==> config.mk <==
export PLATFORM = sky130hd
export DESIGN_NAME = fpga_config_loader
export DESIGN_NICKNAME = d
export VERILOG_FILES = /design/src/inc/fpga_config_loader_pkg.sv /design/src/rtl/fpga_config_loader.sv
export VERILOG_INCLUDE_DIRS = /design/src /design/src/inc
export SDC_FILE = /design/constraint.sdc
export NUM_CORES = 1
export LEC_CHECK = 0
export ABC_AREA = 1
export BUFFER_PORTS_ARGS = -buffer_cell sky130_fd_sc_hd__buf_2
export CAP_MARGIN = 20
export CORE_MARGIN = 2
export CORE_UTILIZATION = 45
export DETAILED_ROUTE_END_ITERATION = 12
export MAX_ROUTING_LAYER = met4
export PLACE_DENSITY = 0.64
export SETUP_SLACK_MARGIN = 0.1
export SLEW_MARGIN = 20
export SYNTH_ARGS = -nofsm -noshare
export SYNTH_HDL_FRONTEND = slang
export SYNTH_HIERARCHICAL = 1
export SYNTH_SLANG_ARGS = --single-unit
==> constraint.sdc <==
create_clock -name i_mclk -period 4.3 [get_ports i_mclk]
set_clock_uncertainty 0.15 [all_clocks]
set_input_delay 0 -clock i_mclk [delete_from_list [all_inputs] [get_ports i_mclk]]
set_output_delay 0 -clock i_mclk [all_outputs]
set_load 0.005 [all_outputs]
==> src/inc/fpga_config_loader_consts.svh <==
/*
 Constants for the configuration loader: timing, bitstream layout, buffer size.
 Assumes a 50 MHz core clock; included by its bare name.
*/
// Summary of operation
// - Stream opens with fill ones, preamble 11110010, 24-bit length count, fill ones.
// - Frame is start bit 0, data, CRC bits, stop bits 111; ones postamble.
// - Frames loaded per device range from 430 to 720 by capacity.
// - Mode pins 2,1,0: master 000, slave 111, sync 011, async 101, JTAG 001.
// - Restart low clears configuration memory and waits; power-up starts automatically.
// - Restart rising edge clears memory, drives init low, samples mode, drives done low.
// - Init line released high once ready for configuration data.
// - Bitstream error pulls the open-drain init line low again.
// - Open-drain done line low until fully configured; pull-up gives high.
// - Master and async modes drive the config clock; slave and sync take it in.
// - Serial modes read data bit 0; peripheral modes read bytes on bits 0-7.
// - Chain leader loads itself, then passes further data on the chain output.
// - Peripheral modes show ready/busy on its own pin and on data bit 7.
// - While loading one status pin is high, another low; afterwards user I/O.
// - Sync mode host clocks each byte; device serializes it into memory.
// - Chain loaded in peripheral mode: followers run in slave serial mode.
// - Done and init lines answer a restart pulse within 1.0 us.
// - First config clock at least 1.0 us after init; master starts 200-900 ns.
// - Bit count follows the header; in a chain it covers all programs.
// - Every config clock counts one bit; done rises when count equals length.
// - After an error only a new restart pulse begins loading again.
`ifndef FPGA_CONFIG_LOADER_CONSTS_SVH
`define FPGA_CONFIG_LOADER_CONSTS_SVH

`define MCLK_MHZ 50
`define T_INIT_NS 30000
`define INIT_CYC ((`T_INIT_NS * `MCLK_MHZ + 999) / 1000)
`define T_MSTART_NS 200
`define MSTART_CYC ((`T_MSTART_NS * `MCLK_MHZ + 999) / 1000)
`define T_RESP_NS 1000
`define RESP_CYC ((`T_RESP_NS * `MCLK_MHZ) / 1000)
`define PREAMBLE 8'hf2
`define LEN_BITS 24
`define CRC_BITS 16
`define STOP_BITS 3
`define FRAME_DATA_BITS 560
`define FRAME_COUNT_DEF 430
`define CRC_POLY 16'h8005
`define CONFIG_CLOCK_SAMPLE 3'h6
`define FIFO_WIDTH 8
`define FIFO_DEPTH 16
`define SYNC_IDLE 17'h0000c

`endif

==> src/inc/fpga_config_loader_pkg.sv <==
/*
 Types for the configuration loader: loader states and mode pin codes.
 Assumes nothing beyond a SystemVerilog compiler.
*/
package fpga_config_loader_pkg;
    typedef enum logic [3:0] {
        ST_WAIT = 4'h0, ST_INIT = 4'h1, ST_PRE = 4'h2, ST_LEN = 4'h3,
        ST_HUNT = 4'h4, ST_DATA = 4'h5, ST_CRC = 4'h6, ST_STOP = 4'h7,
        ST_FWD = 4'h8, ST_DONE = 4'h9, ST_ERR = 4'ha
    } load_state_e;
    typedef enum logic [2:0] {
        MODE_MSER = 3'h0, MODE_JTAG = 3'h1, MODE_SPER = 3'h3,
        MODE_APER = 3'h5, MODE_SSER = 3'h7
    } cfg_mode_e;
endpackage

==> src/rtl/fpga_config_loader.sv <==
/*
 Configuration loader: restart and init handshake, mode capture, direct serial intake or byte
 intake through a byte FIFO, bitstream parsing with frame CRC, chain forwarding.
 Assumes every pin is asynchronous to i_mclk and wired-or lines resolved outside.
*/
`timescale 1ns/1ns
`default_nettype none
`include "fpga_config_loader_consts.svh"

module byte_fifo #(
    parameter int W = 8,
    parameter int D = 16
) (
    input wire logic i_mclk,
    input wire logic i_rst_b,
    input wire logic i_flush,
    input wire logic i_in_valid,
    output logic o_in_ready,
    input wire logic [W-1:0] i_in_data,
    output logic o_out_valid,
    input wire logic i_out_ready,
    output logic [W-1:0] o_out_data
);
    localparam int AW = $clog2(D);
    logic [W-1:0] mem_q [D];
    logic [AW:0] wp_q, rp_q;
    wire push = i_in_valid & o_in_ready;
    wire pop = o_out_valid & i_out_ready;
    assign o_in_ready = (wp_q[AW-1:0] != rp_q[AW-1:0]) || (wp_q[AW] == rp_q[AW]);
    assign o_out_valid = wp_q != rp_q;
    assign o_out_data = mem_q[rp_q[AW-1:0]];
    always_ff @(posedge i_mclk or negedge i_rst_b) begin
        if (!i_rst_b) begin
            wp_q <= '0;
            rp_q <= '0;
        end else if (i_flush) begin
            wp_q <= '0;
            rp_q <= '0;
        end else begin
            wp_q <= wp_q + (AW+1)'(push);
            rp_q <= rp_q + (AW+1)'(pop);
        end
    end
    always_ff @(posedge i_mclk) begin
        if (push) begin
            mem_q[wp_q[AW-1:0]] <= i_in_data;
        end
    end
endmodule

module fpga_config_loader
    import fpga_config_loader_pkg::*;
#(
    parameter int FRAME_COUNT = `FRAME_COUNT_DEF
) (
    input wire logic i_mclk,
    input wire logic i_rst_b,
    input wire logic i_restart_b,
    input wire logic [2:0] i_mode,
    input wire logic i_cfg_clk,
    input wire logic [7:0] i_din,
    input wire logic i_wr_b,
    input wire logic i_rd_b,
    input wire logic i_init_pin,
    input wire logic i_done_pin,
    output logic o_cfg_clk,
    output logic o_cfg_clk_oe,
    output logic o_init_o,
    output logic o_init_oe,
    output logic o_done_o,
    output logic o_done_oe,
    output logic o_dout,
    output logic o_rdy_busy,
    output logic o_din7,
    output logic o_din7_oe,
    output logic o_high_while_loading,
    output logic o_high_oe,
    output logic o_low_while_loading,
    output logic o_low_oe,
    output logic o_mem_clear,
    output logic o_cfg_bit,
    output logic o_cfg_bit_valid,
    output logic o_frame_ok,
    output logic [2:0] o_mode
);
    localparam int RESP_MAX = `RESP_CYC;
    localparam logic [10:0] INIT_LAST = 11'(`INIT_CYC - 1);
    localparam logic [10:0] MSTART_LAST = 11'(`MSTART_CYC - 1);
    localparam logic [9:0] LEN_LAST = 10'(`LEN_BITS - 1);
    localparam logic [9:0] DATA_LAST = 10'(`FRAME_DATA_BITS - 1);
    localparam logic [9:0] CRC_LAST = 10'(`CRC_BITS - 1);
    localparam logic [9:0] STOP_LAST = 10'(`STOP_BITS - 1);
    localparam logic [9:0] FRAME_LAST = 10'(FRAME_COUNT - 1);

    // Pin synchronisers; first stage feeds only the second
    logic [16:0] s1_q, s2_q, sp_q;
    wire [16:0] pins = {i_restart_b, i_mode, i_cfg_clk, i_din, i_wr_b, i_rd_b,
                        i_init_pin, i_done_pin};
    always_ff @(posedge i_mclk or negedge i_rst_b) begin
        if (!i_rst_b) begin
            s1_q <= `SYNC_IDLE;
            s2_q <= `SYNC_IDLE;
            sp_q <= `SYNC_IDLE;
        end else begin
            s1_q <= pins;
            s2_q <= s1_q;
            sp_q <= s2_q;
        end
    end
    wire restart_s = s2_q[16];
    wire [2:0] mode_s = s2_q[15:13];
    wire [7:0] din_s = s2_q[11:4];
    wire rd_b_s = s2_q[2];
    wire init_s = s2_q[1];
    wire done_s = s2_q[0];
    wire config_clock_rise = s2_q[12] & ~sp_q[12];
    wire wr_fall = ~s2_q[3] & sp_q[3];

    load_state_e state_q, state_d;
    cfg_mode_e mode_q;
    logic [23:0] sh_q, len_q, bit_cnt_q;
    logic [15:0] crc_q;
    logic [9:0] cnt_q, frame_cnt_q;
    logic [10:0] wait_q;
    logic [7:0] ser_q;
    logic [3:0] ser_n_q;
    logic [2:0] div_q;
    logic len_ok_q, start_ok_q, config_clock_q, dout_q, cfg_bit_q, cfg_valid_q, frame_ok_q;

    wire loading = (state_q >= ST_PRE) && (state_q <= ST_FWD);
    wire is_master = mode_q == MODE_MSER;
    wire is_slave = mode_q == MODE_SSER;
    wire is_sync = mode_q == MODE_SPER;
    wire is_async = mode_q == MODE_APER;
    wire periph = is_sync | is_async;
    wire dev_clk = is_master | is_async;

    // Byte intake; host must wait for ready, a byte offered while full is lost
    logic fifo_in_rdy, fifo_out_vld;
    logic [7:0] fifo_data;
    wire ser_empty = ser_n_q == 4'h0;
    wire fifo_pop = loading & ser_empty;
    wire push = loading & (is_async ? wr_fall : (is_sync & config_clock_rise));
    byte_fifo #(.W(`FIFO_WIDTH), .D(`FIFO_DEPTH)) u_fifo (
        .i_mclk(i_mclk),
        .i_rst_b(i_rst_b),
        .i_flush(~loading),
        .i_in_valid(push),
        .o_in_ready(fifo_in_rdy),
        .i_in_data(din_s),
        .o_out_valid(fifo_out_vld),
        .i_out_ready(fifo_pop),
        .o_out_data(fifo_data)
    );
    assign o_rdy_busy = loading & periph & fifo_in_rdy;
    assign o_din7 = o_rdy_busy;
    assign o_din7_oe = loading & periph & ~rd_b_s;

    // Internal clock runs only while it has a bit to move
    wire run_int = loading & (is_master ? start_ok_q : (periph & ~ser_empty));
    wire gen_tick = run_int & (div_q == `CONFIG_CLOCK_SAMPLE);
    wire bit_tick = loading & (is_slave ? config_clock_rise : gen_tick);
    wire bit_val = periph ? ser_q[7] : din_s[0];
    wire [23:0] sh_next = {sh_q[22:0], bit_val};
    wire [23:0] bit_cnt_d = bit_cnt_q + 24'h1;
    wire [15:0] crc_next = {crc_q[14:0], 1'b0} ^ ((crc_q[15] ^ bit_val) ? `CRC_POLY : 16'h0);
    wire frame_good = (state_q == ST_STOP) & bit_tick & bit_val & (cnt_q == STOP_LAST);
    wire wait_run = (state_q == ST_INIT) | (loading & init_s & ~start_ok_q);
    // Start on a window boundary, else a sample tick could come before any clock edge
    wire start_hit = init_s & (wait_q >= MSTART_LAST) & (div_q == 3'h7);

    always_comb begin
        state_d = state_q;
        unique case (state_q)
            ST_WAIT: if (restart_s) state_d = ST_INIT;
            ST_INIT: if (wait_q == INIT_LAST) state_d = ST_PRE;
            ST_PRE: if (bit_tick && sh_next[7:0] == `PREAMBLE) state_d = ST_LEN;
            ST_LEN: if (bit_tick && cnt_q == LEN_LAST) state_d = ST_HUNT;
            ST_HUNT: if (bit_tick && !bit_val) state_d = ST_DATA;
            ST_DATA: if (bit_tick && cnt_q == DATA_LAST) state_d = ST_CRC;
            ST_CRC: begin
                if (bit_tick && cnt_q == CRC_LAST) begin
                    state_d = (sh_next[15:0] == crc_q) ? ST_STOP : ST_ERR;
                end
            end
            ST_STOP: begin
                if (bit_tick && !bit_val) begin
                    state_d = ST_ERR;
                end else if (frame_good) begin
                    state_d = (frame_cnt_q == FRAME_LAST) ? ST_FWD : ST_HUNT;
                end
            end
            ST_FWD: state_d = ST_FWD;
            ST_DONE: state_d = ST_DONE;
            ST_ERR: state_d = ST_ERR;
            default: state_d = ST_WAIT;
        endcase
        if (bit_tick && len_ok_q && bit_cnt_d == len_q && state_d != ST_ERR) begin
            state_d = ST_DONE;
        end
        if (!restart_s) begin
            state_d = ST_WAIT;
        end
    end

    always_ff @(posedge i_mclk or negedge i_rst_b) begin
        if (!i_rst_b) begin
            state_q <= ST_WAIT;
            mode_q <= MODE_MSER;
            cnt_q <= 10'h0;
            wait_q <= 11'h0;
            start_ok_q <= 1'b0;
        end else begin
            state_q <= state_d;
            if (state_q == ST_WAIT && restart_s) begin
                mode_q <= cfg_mode_e'(mode_s);
            end
            cnt_q <= (state_d != state_q) ? 10'h0 : cnt_q + 10'(bit_tick);
            wait_q <= (state_d != state_q || !wait_run) ? 11'h0 : wait_q + 11'h1;
            start_ok_q <= loading & (start_ok_q | start_hit);
        end
    end

    always_ff @(posedge i_mclk or negedge i_rst_b) begin
        if (!i_rst_b) begin
            sh_q <= 24'h0;
            len_q <= 24'h0;
            len_ok_q <= 1'b0;
            bit_cnt_q <= 24'h0;
            crc_q <= 16'h0;
            frame_cnt_q <= 10'h0;
        end else begin
            if (bit_tick) begin
                sh_q <= sh_next;
                bit_cnt_q <= bit_cnt_d;
            end
            if (state_q == ST_LEN && bit_tick && cnt_q == LEN_LAST) begin
                len_q <= sh_next;
                len_ok_q <= 1'b1;
            end
            if (state_q == ST_HUNT) begin
                crc_q <= 16'h0;
            end else if (state_q == ST_DATA && bit_tick) begin
                crc_q <= crc_next;
            end
            if (frame_good) begin
                frame_cnt_q <= frame_cnt_q + 10'h1;
            end
            if (!loading) begin
                len_ok_q <= 1'b0;
                bit_cnt_q <= 24'h0;
                frame_cnt_q <= 10'h0;
            end
        end
    end

    always_ff @(posedge i_mclk or negedge i_rst_b) begin
        if (!i_rst_b) begin
            div_q <= 3'h0;
            config_clock_q <= 1'b0;
            ser_q <= 8'h0;
            ser_n_q <= 4'h0;
        end else begin
            div_q <= div_q + 3'h1;
            config_clock_q <= run_int & ~div_q[2];
            if (!loading) begin
                ser_n_q <= 4'h0;
            end else if (ser_empty && fifo_out_vld) begin
                ser_q <= fifo_data;
                ser_n_q <= 4'h8;
            end else if (periph && gen_tick) begin
                ser_q <= {ser_q[6:0], 1'b0};
                ser_n_q <= ser_n_q - 4'h1;
            end
        end
    end

    always_ff @(posedge i_mclk or negedge i_rst_b) begin
        if (!i_rst_b) begin
            dout_q <= 1'b1;
            cfg_bit_q <= 1'b0;
            cfg_valid_q <= 1'b0;
            frame_ok_q <= 1'b0;
        end else begin
            if (state_q == ST_FWD && bit_tick) begin
                dout_q <= bit_val;
            end
            cfg_bit_q <= bit_val;
            cfg_valid_q <= (state_q == ST_DATA) & bit_tick;
            frame_ok_q <= frame_good;
        end
    end

    assign o_cfg_clk = config_clock_q;
    assign o_cfg_clk_oe = dev_clk & (state_q != ST_WAIT);
    assign o_init_o = 1'b0;
    assign o_init_oe = (state_q == ST_WAIT) | (state_q == ST_INIT) | (state_q == ST_ERR);
    assign o_done_o = 1'b0;
    assign o_done_oe = state_q != ST_DONE;
    assign o_dout = dout_q;
    // Released once the done line reads high, so a chain finishes together
    assign o_high_while_loading = 1'b1;
    assign o_high_oe = ~done_s & (state_q != ST_WAIT);
    assign o_low_while_loading = 1'b0;
    assign o_low_oe = ~done_s & (state_q != ST_WAIT);
    assign o_mem_clear = (state_q == ST_WAIT) | (state_q == ST_INIT);
    assign o_cfg_bit = cfg_bit_q;
    assign o_cfg_bit_valid = cfg_valid_q;
    assign o_frame_ok = frame_ok_q;
    assign o_mode = mode_q;
endmodule
`default_nettype wire

==> impl_metrics.env <==
export IMPL_max_freq_ghz=0.2641
export IMPL_dieWidth_um=186.9
export IMPL_dpl_hpwl_mm=22.61
export IMPL_num_rows=66
export IMPL_ir_drop_mv=0.3593
export IMPL_start_kind="flop"
export IMPL_cts_sinks=321
export IMPL_dp_cells=2089
export IMPL_relSlewSlack_pct=40.25
export IMPL_cap_viol_max_count=0
export IMPL_crit_path_end_kind="flop"
export IMPL_cts_tree="done"
export IMPL_slowest_stage="dfrtp_1"
export IMPL_combPwrFrac_pct=2.5
export IMPL_synth_area_mm2=0.01505
export IMPL_grt_pass1_vias=11036
export IMPL_synth_area_leaders="dfrtp_1, edfxtp_1, nand2_1"
export IMPL_hold_path_class="in2async"
export IMPL_ys_seq_elements=321
export IMPL_rsz0062_at_grt="false"
export IMPL_wl_per_cell_um=15.67
export IMPL_hold_viol_final=5
export IMPL_gp_congestion=0.9141
export IMPL_first_pass_iters=5
export IMPL_grt_pass1_wl_mm=56.52
export IMPL_vias_per_cell=5.150
export IMPL_syn_inst=1658
export IMPL_path_cells="ha_1 -> nand2_1 -> nor2_1 -> buf_4 -> nand2_1 -> nor2_4 -> nand2_1 -> o21bai_1 -> nand3_1 -> nand2_1 -> nand2_1 -> nor2_1 -> nand2_1 -> nor2_1 -> nand3_1 -> nand2_1 -> nand2_1 -> nand2_1 -> nand2_1 -> nor2_2 -> nand2_1 -> nor2_1"
export IMPL_cts_made_buffers=37
export IMPL_yosysWarnings=6
export IMPL_nets=1757
export IMPL_crit_type="reg2reg"
export IMPL_synth_ff_type="dfrtp_1"
export IMPL_synth_common_cells="nand2_1, dfrtp_1, nor2_1"
export IMPL_cp_data_arrival_time_ns=4.08
export IMPL_p_clk_share_pct=48.3
export IMPL_netlist_top_cell_by_area="dfrtp_1"
export IMPL_required_ns=4.59
export IMPL_antenna_found_initial=0
export IMPL_clk_pin_slew_ns=0.06
export IMPL_use_met3_pct=2.889
export IMPL_grt_most_used_layer="met2"
export IMPL_netlist_area_leader_share_pct=31.10
export IMPL_h_tree_depth=2
export IMPL_clk_latency_ns=0.54
export IMPL_power_density_mw_per_mm2=383.1
export IMPL_p_leak_nw=7.213
export IMPL_fin_util_pct=52.69
export IMPL_vias=11294
export IMPL_failed_checks="negative hold slack"
export IMPL_status="finished, violations left"
export IMPL_grt_total_usage_pct=20.45
export IMPL_final_antenna_net_count=0
export IMPL_timing_rr_start="bit_cnt_q[0]"
export IMPL_path_max_fanout=11
export IMPL_grt_max_degree=109
export IMPL_io_buffers=35
export IMPL_setup_viol_count_final=0
export IMPL_cp_common_cell="nand2_1"
export IMPL_fin_cells=2193
export IMPL_die_area_mm2=0.03491
export IMPL_tightest_slew_ns=0.8941
export IMPL_p_sw_share_pct=21.24
export IMPL_drv_slew=0
export IMPL_p_int_w=0.005199
export IMPL_cts_buffer_depth=3
export IMPL_tns_ns=0
export IMPL_drt_initial_drc_count=895
export IMPL_seqPwrFrac_pct=49.3
export IMPL_core_region_area_mm2=0.03270
export IMPL_num_antenna_cells=0
export IMPL_synth_edff_count=128
export IMPL_synth_async_reset_ratio_pct=60.12
export IMPL_switching_power_w=0.001402
export IMPL_ys_seq_area_share_pct=57.70
export IMPL_final_layout_size_suffix_gt1_share_pct=9.252
export IMPL_use_met2_pct=32.37
export IMPL_holdWs_ns=-0.007630
export IMPL_root_buffer="clkbuf_16"
export IMPL_die_h_um=186.9
export IMPL_drc=0
export IMPL_cp_startpoint="bit_cnt_q[0]"
export IMPL_max_stage_delay_ns=0.52
export IMPL_syn_to_final_growth_pct=14.52
export IMPL_syn_avg_cell_area_um2=9.075
export IMPL_gr_total_overflow=0
export IMPL_yosysMostFrequentCell="nand2_1"
export IMPL_io_pins=40
export IMPL_wirelength_mm=34.38
export IMPL_synth_cell_types=53
export IMPL_min_period_ns=3.787
export IMPL_fin_crit_sh_pct=88.07
export IMPL_start_util_pct=46.01
export IMPL_grtUsageMet1_pct=27.85
[flip-flops by register name (all words and copies together) (netlist names), 2 cells and up]
name,flops
frame_cnt_q,10
s1_q,17
u_fifo/wp_q,5
crc_q,16
state_q,4
s2_q,17
wait_q,11
u_fifo/rp_q,5
cnt_q,10
len_q,24
bit_cnt_q,24
ser_n_q,4
sp_q,2
div_q,3
u_fifo/mem_q,128
ser_q,8
sh_q,23
o_mode,3
[worst paths after layout]
kind	depth (start not counted)	endpoint	slack, ns
setup reg to reg	22	cnt_q[3]	0.51
hold / removal	2	wait_q[5]	-0.008
hold reg to reg	0	s2_q[9]	0.18
max in group asynchronous	3	bit_cnt_q[7]	3.00
setup / recovery	22	cnt_q[3]	0.51
min in group i_mclk	0	s2_q[9]	0.18
[metal layers]
metal  part of all wire [%]  up-vias
li1                       -     5545
met1                     45     5389
met2                     47      296
met3                    5.3       64
met4                    2.0        0
met5                      0        -
[repair_timing]
action	4_1_cts	5_1_grt
endpoints found under the hold margin	124	0
buffers inserted	0	2
gates resized for setup	0	1
hold buffers	35	0
endpoints found under the setup margin	0	11
[logic make-up (layout without fill, tap and decap cells)]
kind of cell | Yosys count | in the layout | share of synthesized area [%]
adder cells (fa/ha/maj) | 15 | 15 | 1.247
flip-flops | 321 | 321 | 57.70
AO/OA/AOI/OAI | 189 | 189 | 7.010
buffers and inverters | 242 | 333 | 6.644
AND/OR/NAND/NOR | 849 | 849 | 24.84
XOR/XNOR | 40 | 40 | 2.511
other | 2 | 4 | 0.04991
[layout make-up]
cell class	instances	area (um^2)
multi-input cells	1097	5380
flip-flops and latches	321	8682
clock inverters	13	172.7
well taps	442	553.0
fillers	3003	15470
clock buffers	54	1102
repair buffers	82	649.4
inverters	184	690.7
[cell usage in the layout (no fill, tap or decap), types with 36 or more instances in the layout]
master	n
nand2_1	440
nand3_1	126
dfrtp_1	186
a21oi_1	36
edfxtp_1	128
o22ai_1	37
clkbuf_16	39
o21ai_0	86
inv_1	176
nor2_1	181
[power groups by stage]
stage | Sequential (W) | Combinational (W) | Clock, W
after floorplan | 0.00329 | 0.0000643 | 0
after global placement | 0.00331 | 0.000134 | 0
after detailed placement | 0.00331 | 0.000135 | 0
after CTS | 0.00325 | 0.000160 | 0.00325
after global routing | 0.00325 | 0.000184 | 0.00339
final | 0.00325 | 0.000163 | 0.00318
[worst max-delay path, delay by kind of cell, from the launching register on]
| family | cells | cell delay, ns |
|---|---|---|
| and+or+nand+nor | 19 | 2.31 |
| AOI/OAI and AO/OA | 1 | 0.20 |
| buffers and inverters | 1 | 0.19 |
| DFF | 1 | 0.52 |
| adders and majority gates | 1 | 0.30 |
[per-stage QoR]
stage                     power, W  setup WS [ns]  area (um^2)
after global placement    0.003444         0.4524        15570
final                     0.006601         0.5129        17230
after global routing      0.006830         0.1243        17230
after floorplan           0.003358          1.482        15050
after detailed placement  0.003447         0.2709        15570
after CTS                 0.006666         0.2331        17200
Note: power is estimated with default switching activity, not from simulation.
